File: src/dds_pkg.sv
// package for the divide / decimal-subtract operand decoder
// assumes: used inside the core, one clock, synchronous reset
package dds_pkg;

  // ==========================================================
  // operand field encodings
  localparam logic [4:0] DDS_OP_IND_A0 = 5'h00;
  localparam logic [4:0] DDS_OP_IND_A1 = 5'h01;
  localparam logic [4:0] DDS_OP_AR_A0 = 5'h02;
  localparam logic [4:0] DDS_OP_AR_A1 = 5'h03;
  localparam logic [4:0] DDS_OP_D8_A0 = 5'h04;
  localparam logic [4:0] DDS_OP_D8_A1 = 5'h05;
  localparam logic [4:0] DDS_OP_D8_SB = 5'h06;
  localparam logic [4:0] DDS_OP_D8_FB = 5'h07;
  localparam logic [4:0] DDS_OP_D16_A0 = 5'h08;
  localparam logic [4:0] DDS_OP_D16_A1 = 5'h09;
  localparam logic [4:0] DDS_OP_D16_SB = 5'h0a;
  localparam logic [4:0] DDS_OP_D16_FB = 5'h0b;
  localparam logic [4:0] DDS_OP_D24_A0 = 5'h0c;
  localparam logic [4:0] DDS_OP_D24_A1 = 5'h0d;
  localparam logic [4:0] DDS_OP_ABS24 = 5'h0e;
  localparam logic [4:0] DDS_OP_ABS16 = 5'h0f;
  localparam logic [4:0] DDS_OP_REG2 = 5'h10;
  localparam logic [4:0] DDS_OP_REG3 = 5'h11;
  localparam logic [4:0] DDS_OP_REG0 = 5'h12;
  localparam logic [4:0] DDS_OP_REG1 = 5'h13;
  localparam logic [4:0] DDS_OP_LOW_PAIR = 5'h12;
  localparam logic [4:0] DDS_OP_HIGH_PAIR = 5'h13;

  // ==========================================================
  // prefix bytes and size bit
  localparam logic [7:0] DDS_PFX_FIRST = 8'h09;
  localparam logic [7:0] DDS_PFX_BOTH = 8'h49;
  localparam logic DDS_SIZE_BYTE = 1'b0;
  localparam logic DDS_SIZE_WORD = 1'b1;

  // ==========================================================
  // byte and cycle figures
  localparam logic [3:0] DDS_LEN_SIZED = 4'h2;
  localparam logic [3:0] DDS_LEN_LONG = 4'h3;
  localparam logic [3:0] DDS_LEN_IMM = 4'h3;
  localparam logic [3:0] DDS_LEN_DSB_IMM = 4'h4;
  localparam logic [3:0] DDS_LEN_DSB_GEN = 4'h3;
  localparam logic [3:0] DDS_LEN_IND_ADD = 4'h1;
  localparam logic [3:0] DDS_LEN_WORD_ADD = 4'h1;
  localparam logic [3:0] DDS_LEN_SDIV_WORD_ADD = 4'h6;
  localparam logic [5:0] DDS_CYC_DIV_REG = 6'h12;
  localparam logic [5:0] DDS_CYC_DIV_MEM = 6'h14;
  localparam logic [5:0] DDS_CYC_LONG_REG = 6'h28;
  localparam logic [5:0] DDS_CYC_LONG_MEM = 6'h2a;
  localparam logic [5:0] DDS_CYC_IND_ADD = 6'h03;
  localparam logic [5:0] DDS_CYC_UNSIGNED_DIVIDE_WORD = 6'h05;
  localparam logic [5:0] DDS_CYC_EXTENDED_SIGNED_DIVIDE_WORD = 6'h06;
  localparam logic [5:0] DDS_CYC_DSB_RR = 6'h02;
  localparam logic [5:0] DDS_CYC_DSB_ONE = 6'h04;
  localparam logic [5:0] DDS_CYC_DSB_TWO = 6'h05;

  // ==========================================================
  // instruction forms, one-hot
  typedef enum logic [8:0] {
    DDS_F_SDIV = 9'h001,
    DDS_F_SDIV_L = 9'h002,
    DDS_F_UDIV_IMM = 9'h004,
    DDS_F_UDIV = 9'h008,
    DDS_F_UDIV_L = 9'h010,
    DDS_F_XDIV_IMM = 9'h020,
    DDS_F_XDIV = 9'h040,
    DDS_F_XDIV_L = 9'h080,
    DDS_F_DSB_IMM = 9'h100
  } dds_form_t;

  // request from fetch
  typedef struct packed {
    logic valid;
    dds_form_t form;
    logic dsb_gen;
    logic size;
    logic [4:0] src;
    logic [4:0] dst;
    logic pfx_valid;
    logic [7:0] pfx;
  } dds_req_t;

  // decoded result
  typedef struct packed {
    logic valid;
    logic illegal;
    logic word;
    logic src_ind;
    logic dst_ind;
    logic src_mem;
    logic dst_mem;
    logic long_pair_hi;
    logic [3:0] bytes;
    logic [5:0] cycles;
  } dds_rsp_t;

endpackage

File: src/dds_decoder.sv
// operand decoder for divide and decimal subtract with borrow forms
// assumes: request presented one cycle, result registered next cycle
//
// Overview of operation
// - size bit zero byte, one word
// - five-bit field, 00000 and 01100 address modes
// - long forms refuse 10000/10001, allow 10010/10011 pairs
// - prefix 00001001 makes divide source indirect
// - indirect source adds one byte, three cycles
// - sized divide 18 register, 20 memory
// - long divide 40/42 cycles, three bytes
// - long forms refuse indirection prefix
// - signed word divide adds six bytes
// - unsigned immediate 3/18, word adds 1/5
// - unsigned general word adds five cycles
// - extended immediate 18, word adds 1/6
// - extended general word adds six cycles
// - decimal immediate 4/2 register, 4/4 memory
// - decimal immediate word size adds one byte
// - destination prefix 00001001, both 01001001
`timescale 1ns/100ps

module dds_decoder
(
  input wire logic clk_i,
  input wire logic rst_i,
  input wire dds_pkg::dds_req_t req_i,
  output dds_pkg::dds_rsp_t rsp_o
);
  import dds_pkg::*;

  // ==========================================================
  // operand classification
  wire logic src_is_reg;
  wire logic dst_is_reg;
  wire logic src_is_mem;
  wire logic dst_is_mem;
  wire logic src_disp;
  wire logic dst_disp;
  wire logic [3:0] src_ext;
  wire logic [3:0] dst_ext;

  // register-like codes: 1xxxx registers, 0001x address registers
  assign src_is_reg = req_i.src[4] | (req_i.src[4:1] == 4'h1);
  assign dst_is_reg = req_i.dst[4] | (req_i.dst[4:1] == 4'h1);
  assign src_is_mem = ~src_is_reg;
  assign dst_is_mem = ~dst_is_reg;
  assign src_disp = 1'b1;
  assign dst_disp = 1'b1;

  function automatic logic [3:0] disp_len(input logic [4:0] code);
    logic [3:0] n;
    n = 4'h0;
    if (code == DDS_OP_D8_A0 || code == DDS_OP_D8_A1 || code == DDS_OP_D8_SB || code == DDS_OP_D8_FB)
      n = 4'h1;
    else if (code == DDS_OP_D16_A0 || code == DDS_OP_D16_A1 || code == DDS_OP_D16_SB || code == DDS_OP_D16_FB)
      n = 4'h2;
    else if (code == DDS_OP_ABS16)
      n = 4'h2;
    else if (code == DDS_OP_D24_A0 || code == DDS_OP_D24_A1 || code == DDS_OP_ABS24)
      n = 4'h3;
    return n;
  endfunction

  assign src_ext = disp_len(req_i.src);
  assign dst_ext = disp_len(req_i.dst);

  // ==========================================================
  // form groups
  wire logic is_long;
  wire logic is_sized;
  wire logic is_imm_div;
  wire logic is_dsb;
  wire logic is_word;

  assign is_long = (req_i.form == DDS_F_SDIV_L) | (req_i.form == DDS_F_UDIV_L) | (req_i.form == DDS_F_XDIV_L);
  assign is_sized = (req_i.form == DDS_F_SDIV) | (req_i.form == DDS_F_UDIV) | (req_i.form == DDS_F_XDIV);
  assign is_imm_div = (req_i.form == DDS_F_UDIV_IMM) | (req_i.form == DDS_F_XDIV_IMM);
  assign is_dsb = (req_i.form == DDS_F_DSB_IMM);
  // size bit selects byte or word
  assign is_word = (req_i.size == DDS_SIZE_WORD) & ~is_long;

  // ==========================================================
  // prefix decode
  wire logic pfx_first;
  wire logic pfx_both;
  wire logic pfx_bad;
  wire logic src_ind;
  wire logic dst_ind;

  assign pfx_first = req_i.pfx_valid & (req_i.pfx == DDS_PFX_FIRST);
  assign pfx_both = req_i.pfx_valid & (req_i.pfx == DDS_PFX_BOTH);
  // same prefix marks decimal destination, second value both
  assign src_ind = (is_sized & pfx_first) | (is_dsb & req_i.dsb_gen & pfx_both);
  assign dst_ind = is_dsb & (pfx_first | pfx_both);
  // long forms take no prefix; unknown prefixes also refused
  assign pfx_bad = req_i.pfx_valid & (is_long | is_imm_div | ~(pfx_first | pfx_both)
                   | (is_sized & pfx_both) | (is_dsb & ~req_i.dsb_gen & pfx_both));

  // long forms reject the two upper register halves
  wire logic long_bad;
  assign long_bad = is_long & ((req_i.src == DDS_OP_REG2) | (req_i.src == DDS_OP_REG3));

  // ==========================================================
  // byte count
  logic [3:0] bytes_d;
  logic [5:0] cycles_d;

  always_comb
  begin
    bytes_d = 4'h0;
    if (is_long)
    begin
      bytes_d = DDS_LEN_LONG + src_ext;
    end
    else if (is_sized)
    begin
      bytes_d = DDS_LEN_SIZED + src_ext;
      if (src_ind)
        bytes_d = bytes_d + DDS_LEN_IND_ADD;
      // signed word form counted six more bytes
      if (is_word && req_i.form == DDS_F_SDIV)
        bytes_d = bytes_d + DDS_LEN_SDIV_WORD_ADD;
    end
    else if (is_imm_div)
    begin
      // immediate divide grows with word size
      bytes_d = DDS_LEN_IMM + (is_word ? DDS_LEN_WORD_ADD : 4'h0);
    end
    else if (is_dsb)
    begin
      bytes_d = (req_i.dsb_gen ? DDS_LEN_DSB_GEN + src_ext : DDS_LEN_DSB_IMM) + dst_ext;
      if (src_ind || dst_ind)
        bytes_d = bytes_d + DDS_LEN_IND_ADD;
      // word adds one immediate byte, immediate form only
      if (is_word && !req_i.dsb_gen)
        bytes_d = bytes_d + DDS_LEN_WORD_ADD;
    end
  end

  // ==========================================================
  // cycle count
  always_comb
  begin
    cycles_d = 6'h00;
    if (is_long)
    begin
      cycles_d = src_is_mem ? DDS_CYC_LONG_MEM : DDS_CYC_LONG_REG;
    end
    else if (is_sized)
    begin
      cycles_d = src_is_mem ? DDS_CYC_DIV_MEM : DDS_CYC_DIV_REG;
      if (src_ind)
        cycles_d = cycles_d + DDS_CYC_IND_ADD;
      if (is_word && req_i.form == DDS_F_UDIV)
        cycles_d = cycles_d + DDS_CYC_UNSIGNED_DIVIDE_WORD;
      if (is_word && req_i.form == DDS_F_XDIV)
        cycles_d = cycles_d + DDS_CYC_EXTENDED_SIGNED_DIVIDE_WORD;
    end
    else if (req_i.form == DDS_F_UDIV_IMM)
    begin
      cycles_d = DDS_CYC_DIV_REG + (is_word ? DDS_CYC_UNSIGNED_DIVIDE_WORD : 6'h00);
    end
    else if (req_i.form == DDS_F_XDIV_IMM)
    begin
      cycles_d = DDS_CYC_DIV_REG + (is_word ? DDS_CYC_EXTENDED_SIGNED_DIVIDE_WORD : 6'h00);
    end
    else if (is_dsb)
    begin
      if (!req_i.dsb_gen)
      begin
        cycles_d = dst_is_mem ? DDS_CYC_DSB_ONE : DDS_CYC_DSB_RR;
      end
      else
      begin
        // memory on each side raises count
        if (src_is_mem && dst_is_mem)
          cycles_d = DDS_CYC_DSB_TWO;
        else if (src_is_mem || dst_is_mem)
          cycles_d = DDS_CYC_DSB_ONE;
        else
          cycles_d = DDS_CYC_DSB_RR;
      end
      if (src_ind)
        cycles_d = cycles_d + DDS_CYC_IND_ADD;
      if (dst_ind)
        cycles_d = cycles_d + DDS_CYC_IND_ADD;
    end
  end

  // ==========================================================
  // result register
  dds_rsp_t rsp_d;
  dds_rsp_t rsp_q;

  assign rsp_d.valid = req_i.valid;
  assign rsp_d.illegal = req_i.valid & (pfx_bad | long_bad);
  assign rsp_d.word = is_word;
  assign rsp_d.src_ind = src_ind;
  assign rsp_d.dst_ind = dst_ind;
  assign rsp_d.src_mem = src_is_mem & ~is_imm_div & ~(is_dsb & ~req_i.dsb_gen);
  assign rsp_d.dst_mem = is_dsb & dst_is_mem;
  // high pair flagged for long forms
  assign rsp_d.long_pair_hi = is_long & (req_i.src == DDS_OP_HIGH_PAIR);
  assign rsp_d.bytes = bytes_d;
  assign rsp_d.cycles = cycles_d;

  // outputs from flip-flops; cleared on reset so no stale decode leaks
  always_ff @(posedge clk_i)
  begin
    if (rst_i)
      rsp_q <= '0;
    else
      rsp_q <= rsp_d;
  end

  assign rsp_o = rsp_q;

endmodule

File: config.mk
export PLATFORM = sky130hd
export DESIGN_NAME = dds_decoder
export DESIGN_NICKNAME = d
export VERILOG_FILES = /design/src/dds_pkg.sv /design/src/dds_decoder.sv
export SDC_FILE = /design/constraint.sdc
export NUM_CORES = 1
export LEC_CHECK = 0
export BUFFER_PORTS_ARGS = -buffer_cell sky130_fd_sc_hd__buf_2
export CAP_MARGIN = 20
export CORE_MARGIN = 4
export CORE_UTILIZATION = 59
export CTS_BUF_LIST = sky130_fd_sc_hd__clkbuf_4 sky130_fd_sc_hd__clkbuf_8
export DETAILED_ROUTE_END_ITERATION = 12
export HOLD_SLACK_MARGIN = 0.02
export PLACE_DENSITY = 0.91
export SYNTH_ARGS = -nofsm -noshare
export SYNTH_HDL_FRONTEND = slang
export SYNTH_SLANG_ARGS = --single-unit
File: constraint.sdc
create_clock -name clk_i -period 8.1 [get_ports clk_i]
set_clock_uncertainty 0.2 [all_clocks]
set_input_delay 0.81 -clock clk_i [delete_from_list [all_inputs] [get_ports clk_i]]
set_output_delay 0.81 -clock clk_i [all_outputs]
set_load 0.02 [all_outputs]
# [Yosys cells after proc, flatten, opt, wreduce, memory -nomap -nowiden]
# Index checks and enable logic that the tools add are counted.
[totals] ff_bits=18 inputBits=33 output_inout_bits=18 wordCells=184
[classes] add_sub_neg=15 eq_ne=40 mux=56 n_bitwise=39 reduce_logical=24
[op_table] operator="$mux 6" count=24
[op_table] operator="$eq 5x4->1 const B" count=16
[op_table] operator="$mux 4" count=16
[op_table] operator="$eq 5x3->1 const B" count=8
[op_table] operator="$mux 3" count=7
[op_table] operator="$logic_or 1x1->1" count=18
[op_table] operator="$and 1x1->1" count=17
[op_table] operator="$mux 2" count=8
[op_table] operator="$eq 5x5->1 const B" count=3
[op_table] operator="$or 1x1->1" count=15
[op_table] operator="$add 4x1->4 const B" count=3
[op_table] operator="$add 5x3->6 const A" count=2
[op_table] operator="$add 6x2->6 const B" count=2
[op_table] operator="$add 6x3->6 const B" count=2
[op_table] operator="$eq 9x1->1 const B" count=1
[op_table] operator="$eq 9x2->1 const B" count=1
[op_table] operator="$eq 9x3->1 const B" count=1
[op_table] operator="$eq 9x4->1 const B" count=1
[op_table] operator="$eq 9x5->1 const B" count=1
[op_table] operator="$eq 9x6->1 const B" count=1
[op_table] operator="$eq 9x7->1 const B" count=1
[op_table] operator="$eq 9x8->1 const B" count=1
[op_table] operator="$eq 9x9->1 const B" count=1
[op_table] operator="$add 2x4->4 const A" count=2
[op_table] operator="other kinds (11)" count=22

# [Logic depth before layout (Yosys ltp)]
# Gate-level depths: netlist of the first run.
[logic_depth] word_depth=26 ltp_mapped=15 depth_no_buf=14

# [Worst setup path after synthesis of the first run]
# OpenSTA, ideal clock, no wires.
[synth_timing] kind="input port to flip-flop" startpoint="input port req_i[18] (netlist name)" endpoint="register rsp_q, in the netlist rsp_o[7]" setup_ns=0.120 arrival_ns=3.363 required_time_ns=7.780 path_slack_ns=4.417 stages=10 n_path_buf=0 path_cell_list="nand3b_1 ha_1 nor2_1 fa_1 ha_1 mux2_2 ha_1 o21ai_0 o21ba_2 o31a_1"
[synth_via] elab_chain_cells=22 word_cells_on_any_way=46 classes_between="add/sub (7); eq/ne (12); mux (19); reduce/logical (8)"
[synth_lines] element="start: declaration" line_no="dds_decoder.sv:27" text="input wire dds_pkg::dds_req_t req_i,"
[synth_lines] element="$eq 5x4->1" line_no="dds_decoder.sv:60" text="else if (code == DDS_OP_D24_A0 || code == DDS_OP_D24_A1 || code == DDS_OP_ABS24)"
[synth_lines] element="$logic_or 1x1->1 (2 in a row)" line_no="dds_decoder.sv:60"
[synth_lines] element="$mux 2" line_no="dds_decoder.sv:60"
[synth_lines] element="$mux 2" line_no="dds_decoder.sv:58" text="else if (code == DDS_OP_ABS16)"
[synth_lines] element="$mux 2" line_no="dds_decoder.sv:56" text="else if (code == DDS_OP_D16_A0 || code == DDS_OP_D16_A1 || code == DDS_OP_D16_SB || code == DDS_OP_D16_FB)"
[synth_lines] element="$mux 4 *" line_no="dds_decoder.sv:54" text="if (code == DDS_OP_D8_A0 || code == DDS_OP_D8_A1 || code == DDS_OP_D8_SB || code == DDS_OP_D8_FB)"
[synth_lines] element="$add 2x4->4" line_no="dds_decoder.sv:114, dds_decoder.sv:132"
[synth_lines] element="$mux 4" line_no="dds_decoder.sv:132" text="bytes_d = (req_i.dsb_gen ? DDS_LEN_DSB_GEN + src_ext : DDS_LEN_DSB_IMM) + dst_ext;"
[synth_lines] element="(+5 left out)"
[synth_lines] element="$mux 4" line_no="dds_decoder.sv:116" text="else if (is_sized)"
[synth_lines] element="$mux 4" line_no="dds_decoder.sv:112" text="if (is_long)"
[synth_lines] element="$add 4x1->4" line_no="dds_decoder.sv:137" text="bytes_d = bytes_d + DDS_LEN_WORD_ADD;"
[synth_lines] element="$mux 4" line_no="dds_decoder.sv:136" text="if (is_word && !req_i.dsb_gen)"
[synth_lines] element="$mux 4" line_no="dds_decoder.sv:130" text="else if (is_dsb)"
[synth_lines] element="$mux 4" line_no="dds_decoder.sv:125" text="else if (is_imm_div)"
[synth_lines] element="$mux 4" line_no="dds_decoder.sv:116"
[synth_lines] element="$mux 4 *" line_no="dds_decoder.sv:112"
[synth_lines] element="end signal: assignment" line_no="dds_decoder.sv:214" text="rsp_q <= rsp_d;"
[synth_lines] element="end: declaration" line_no="dds_decoder.sv:194" text="dds_rsp_t rsp_q;"
# Mark *: on every way between the ends. The rest lies on a longest branch, timed or not. The select of a mux whose other input is x is not followed.
# A chain may end at the register's enable or synchronous reset.

# [Final worst setup path of the first run]
[layout_timing] startpoint="input port req_i[18] (netlist name)" endpoint="register rsp_q, in the netlist rsp_o[8]"
# Same word-level chain as after synthesis.

==> flow_summary.json, run 1 <==
{
  "fill_cells": 249,
  "routed-via-count": 2025,
  "crit_type": "in -> reg",
  "synth_area_per_cell_um2": 7.77,
  "die_area_um2": 4080,
  "synthesis.nets": 285,
  "fin_util": 0.714,
  "synth-compound-area-share": 0.226,
  "rsz0062_at_grt": "no",
  "multi_input_area_um2": 1400,
  "layout_commonest_cell": "buf_2",
  "yosysSeqAreaShare": 0.196,
  "yosys-top-cells-area": "dfxtp_1 (20%), ha_1 (9.5%), nor2_1 (6.9%), a21oi_1 (4.3%), nand3_1 (3.5%)",
  "die_h_um": 63.9,
  "crit_chain": "buf_2 -> nand3b_1 -> ha_1 -> nor2_1 -> fa_1 -> ha_1 -> mux2_2 -> ha_1 -> nand4_1 -> xnor2_1 -> a221oi_1 -> o41ai_1",
  "synth_cell_type_count": 66,
  "ios": 51,
  "setup-violations-final": 0,
  "cp_num_cells": 12,
  "relSlewSlack": 0.393,
  "netlist_instances": 237,
  "cts_resized": 0,
  "met2_usage": 0.378,
  "synth_top_area_frac": 0.196,
  "path_delay_family": "adder cells",
  "wl_um": 4880,
  "fin_hold_ws_ns": 0.517,
  "dp_hpwl_um": 3840,
  "min_from": "req_i[13]",
  "hold_buffers": 0,
  "die_x_um": 63.9,
  "worstHoldPathType": "in -> reg",
  "nets": 336,
  "place_congestion": 0.926,
  "drt_pre_antenna_iters": 8,
  "stdcell_count": 331,
  "async_flop_share": 0,
  "tightestPinTransition_ns": 0.907,
  "worstHoldPathCells": 2,
  "fin_crit_sh": 0.463,
  "synth_xor_area_frac": 0.0605,
  "finalMaxSlewViolations": 0,
  "grt_usage": 0.237,
  "first_iter_violations": 116,
  "wl_per_cell_um": 14.7,
  "rows": 20,
  "synthAdderAreaFrac": 0.106,
  "ys.warnings.count": 0,
  "synth_area_leader_cell": "dfxtp_1",
  "ant_nets": 0,
  "synth_edf_count": 0,
  "ff_latch_area_um2": 360,
  "cts.sinks": 18,
  "cp_num_buf_inv": 1,
  "p_leak_nw": 0.979,
  "drv_cap": 0,
  "powerDensity_nw_per_um2": 98.0,
  "n_antenna_cell": 0,
  "cts_setup_buffers": 0,
  "antenna_found_initial": 0,
  "numCtsBuffers": 3,
  "post_dp_cell_area_um2": 2130,
  "setup_tns_ns": 0,
  "clockRootBuffer": "clkbuf_4",
  "crit_top_cell": "ha_1",
  "htree_levels": 1,
  "critPathMaxFanout": 5,
  "grt-ovfl-total": 0,
  "tritoncts": "yes",
  "portBuffers": 50,
  "worstHoldEndpoint": "rsp_o[11]$_SDFF_PP0_",
  "synth-seq-cells": 18,
  "synth.area.mux_share": 0.0360,
  "grt_start_max_net_pins": 16,
  "end_kind": "flop",
  "crit_required_ns": 8.11,
  "hold_viol_final": 0,
  "syn_to_final_growth_pct": 17.4,
  "grt_pass1_wl_um": 7730,
  "worstSetupStartpointType": "input pin",
  "largest_reg_flops": 18,
  "irDropWorstVdd_uv": 69.0,
  "grt_pass1_vias": 1736,
  "critical-path-slowest-cell": "fa_1",
  "synthSimpleGateAreaFrac": 0.332,
  "synth_top_family_by_area": "simple AND/OR/NAND/NOR gates",
  "design.core.area_um2": 3030,
  "vias_per_cell": 6.12,
  "crit_path_max_incr_delay_ns": 0.49,
  "worstPathArrival_ns": 3.76,
  "drive_gt1_frac": 0.251,
  "clk_pin_slew_ns": 0.11,
  "met1_usage": 0.319,
  "mostFrequentLayoutCells": "buf_2 (50), nor2_1 (34), dfxtp_1 (18), nand2_1 (16), a21oi_1 (16)",
  "syn-cell-area_um2": 1840,
  "use_met3": 0.0439,
  "status": "complete, no violations",
  "final_area_um2": 2160,
  "fmax_mhz": 267,
  "grt_busiest_layer": "met2",
  "synthFlopType": "dfxtp_1",
  "fin_crit_ns": 3.75,
  "initial_core_util": 0.608,
  "dp_cells": 327,
  "drc": 0,
  "clockBufferDepth": 2
}
[per-stage QoR]
step / setup WS (ns) / total power [mW]
finish: 4.35 / 0.212
global route: 4.19 / 0.223
CTS: 4.36 / 0.212
detailed placement: 4.03 / 0.156
global placement: 4.19 / 0.154
floorplan: 4.42 / 0.135
[report_power, final]
group / internal (mW) / switching, mW / total (mW)
clock network: 0.0275 / 0.0295 / 0.0569
logic: 0.0264 / 0.0387 / 0.0651
registers: 0.0897 / 0.000248 / 0.0899
[worst max-delay path by stage]
stage                                endpoint  slack (ns)      start
final                     rsp_o[8]$_SDFF_PP0_        4.35  req_i[18]
after global routing      rsp_o[8]$_SDFF_PP0_        4.19  req_i[17]
after CTS                 rsp_o[8]$_SDFF_PP0_        4.36  req_i[18]
after detailed placement  rsp_o[8]$_SDFF_PP0_        4.03  req_i[18]
after global placement    rsp_o[8]$_SDFF_PP0_        4.19  req_i[18]
after floorplan           rsp_o[7]$_SDFF_PP0_        4.42  req_i[18]
[cell usage after synthesis, types with 2 or more instances]
cell / count
nor2_1: 34
nor3_2: 2
nand2b_1: 4
and3_1: 5
clkbuf_1: 2
nor3b_1: 2
nor2b_1: 4
xnor2_1: 6
xor2_1: 4
nor4_1: 5
nand4_1: 3
or3_1: 3
ha_1: 14
o21ai_0: 7
nand3_1: 13
nand2_1: 16
nor3_1: 8
a21bo_2: 2
inv_1: 13
a2111oi_0: 2
buf_2: 2
nor4b_2: 2
a311oi_1: 3
and2_1: 4
a21oi_1: 16
mux2i_1: 4
dfxtp_1: 18
[layer usage]
metal  share of wire  vias up
li1                -      979
met1            0.42      944
met2            0.48       86
met3           0.075       16
met4           0.024        0
met5               0        -
[area by class of cell]
cell class	count	area share
Multi-Input combinational cell	200	0.648
Clock buffer	4	0.0168
Timing Repair Buffer	51	0.119
Inverter	14	0.0243
Tap cell	44	0.0255
Sequential cell	18	0.167
[cells by family after synthesis]
kind of cell	Yosys count
and+or+nand+nor	113
AOI/OAI and AO/OA	55
DFF	18
buffers and inverters	19
xor gates and xnor gates	11
muxes	6
adders and majority gates	15
Note: power is estimated with default switching activity, not from simulation.
==> run 2, diff against run 1 <==
--- a/config.mk
+++ b/config.mk
@@ -8,11 +8,11 @@
 export BUFFER_PORTS_ARGS = -buffer_cell sky130_fd_sc_hd__buf_2
 export CAP_MARGIN = 20
 export CORE_MARGIN = 4
-export CORE_UTILIZATION = 59
+export CORE_UTILIZATION = 49
 export CTS_BUF_LIST = sky130_fd_sc_hd__clkbuf_4 sky130_fd_sc_hd__clkbuf_8
 export DETAILED_ROUTE_END_ITERATION = 12
 export HOLD_SLACK_MARGIN = 0.02
-export PLACE_DENSITY = 0.91
+export PLACE_DENSITY = 0.81
 export SYNTH_ARGS = -nofsm -noshare
 export SYNTH_HDL_FRONTEND = slang
 export SYNTH_SLANG_ARGS = --single-unit
==> constraint.sdc (replaced) <==
create_clock -name clk_i -period 3.1 [get_ports clk_i]
set_clock_uncertainty 0.2 [all_clocks]
set_input_delay 0.31 -clock clk_i [delete_from_list [all_inputs] [get_ports clk_i]]
set_output_delay 0.31 -clock clk_i [all_outputs]
set_load 0.02 [all_outputs]
==> flow_summary.json, run 2 (synthesized netlist as in run 1, its figures left out) <==
{
  "status": "complete, no violations",
  "met2_usage": 0.385,
  "post_dp_cell_area_um2": 2420,
  "final_area_um2": 2470,
  "clk_pin_slew_ns": 0.08,
  "drt_pre_antenna_iters": 4,
  "fin_crit_sh": 0.965,
  "finalMaxSlewViolations": 0,
  "tritoncts": "yes",
  "rows": 22,
  "dp_cells": 365,
  "drc": 0,
  "hold_viol_final": 0,
  "crit_type": "in -> reg",
  "cts.sinks": 18,
  "first_iter_violations": 170,
  "use_met3": 0.0565,
  "cts_resized": 0,
  "n_antenna_cell": 0,
  "critPathMaxFanout": 3,
  "fin_crit_ns": 2.99,
  "cts_setup_buffers": 0,
  "worstHoldPathType": "in -> reg",
  "relSlewSlack": 0.584,
  "htree_levels": 1,
  "largest_reg_flops": 18,
  "wl_um": 5380,
  "grt_usage": 0.230,
  "routed-via-count": 2122,
  "met1_usage": 0.282,
  "end_kind": "flop",
  "rsz0062_at_grt": "no",
  "die_area_um2": 4800,
  "grt_busiest_layer": "met2",
  "crit_required_ns": 3.06,
  "place_congestion": 0.911,
  "antenna_found_initial": 0,
  "grt_pass1_vias": 2025,
  "die_x_um": 69.3,
  "p_leak_nw": 1.16,
  "fill_cells": 296,
  "dp_hpwl_um": 4230,
  "powerDensity_nw_per_um2": 258,
  "ios": 51,
  "grt-ovfl-total": 0,
  "grt_pass1_wl_um": 9250,
  "die_h_um": 69.3,
  "numCtsBuffers": 3,
  "wl_per_cell_um": 14.6,
  "ant_nets": 0,
  "worstPathArrival_ns": 2.95,
  "layout_commonest_cell": "buf_2",
  "grt_start_max_net_pins": 16,
  "vias_per_cell": 5.75,
  "irDropWorstVdd_uv": 256,
  "drive_gt1_frac": 0.340,
  "fin_util": 0.680,
  "stdcell_count": 369,
  "drv_cap": 0,
  "tightestPinTransition_ns": 0.619,
  "hold_buffers": 0,
  "mostFrequentLayoutCells": "buf_2 (50), buf_4 (34), nor2_1 (33), dfxtp_1 (18)",
  "clockBufferDepth": 2,
  "clockRootBuffer": "clkbuf_8",
  "setup-violations-final": 0,
  "syn_to_final_growth_pct": 34.2,
  "design.core.area_um2": 3630,
  "nets": 370,
  "initial_core_util": 0.507,
  "fmax_mhz": 334,
  "worstSetupStartpointType": "input pin",
  "portBuffers": 50
}
==> run 2: cell types whose count changed in the layout (fill, tap and decap cells not counted) <==
cell | previous run | this run
clkbuf_8 | 1 | 4
nor2_2 | 0 | 1
nor2_1 | 34 | 33
clkbuf_4 | 3 | 0
o21ai_0 | 7 | 6
buf_4 | 1 | 34
ha_1 | 14 | 12
buf_12 | 0 | 1
ha_2 | 0 | 1
ha_4 | 0 | 1
o21ai_1 | 0 | 1
==> run 2: routing by layer <==
metal / part of all wire / vias to the layer above
met3: 0.082 / 19
met1: 0.41 / 971
met5: 0 / -
li1: - / 1044
met2: 0.47 / 88
met4: 0.033 / 0
==> run 2: worst max-delay path, stage by stage <==
cell and delay [ns]:
buf_2 0.11, nand3b_1 0.23, and2_1 0.20, ha_2 0.18
fa_1 0.48, ha_1 0.31, mux2_2 0.29, ha_1 0.20
nand4_1 0.11, xnor2_1 0.15, a221oi_1 0.10, o41ai_1 0.28
==> run 2: path summary, 6_finish.rpt <==
check,startpoint,endpoint,slack [ns],cells after the start
worst min-delay path,req_i[14],rsp_o[10]$_SDFF_PP0_,0.09,3
worst max-delay path,req_i[18],rsp_o[8]$_SDFF_PP0_,0.11,12
==> run 2: cell type report <==
type,instances,area [um^2],share of cell area
Multi-Input combinational cell,200,1420,0.574
Timing Repair Buffer,85,526,0.213
Sequential cell,18,360,0.146
Tap cell,48,60.1,0.0243
Clock buffer,4,55.1,0.0223
Inverter,14,52.6,0.0213
==> run 2: stage by stage <==
| stage | total power, mW | hold WS, ns | setup TNS [ns] | setup WS, ns |
|---|---|---|---|---|
| after detailed placement | 0.439 | 0.371 | -0.393 | -0.198 |
| final | 0.638 | 0.0859 | 0 | 0.109 |
| after global placement | 0.434 | 0.369 | -0.190 | -0.105 |
| after global routing | 0.670 | 0.0894 | 0 | 0.00113 |
| after CTS | 0.635 | 0.0884 | 0 | 0.0193 |
| after floorplan | 0.356 | 0.189 | 0 | 0.00466 |
==> run 2: report_power, final <==
| group | internal (mW) | leakage (nW) | switching (mW) |
|---|---|---|---|
| combinational | 0.0938 | 0.982 | 0.110 |
| sequential | 0.234 | 0.146 | 0.000629 |
| clock | 0.113 | 0.0288 | 0.0861 |
| total | 0.441 | 1.16 | 0.197 |
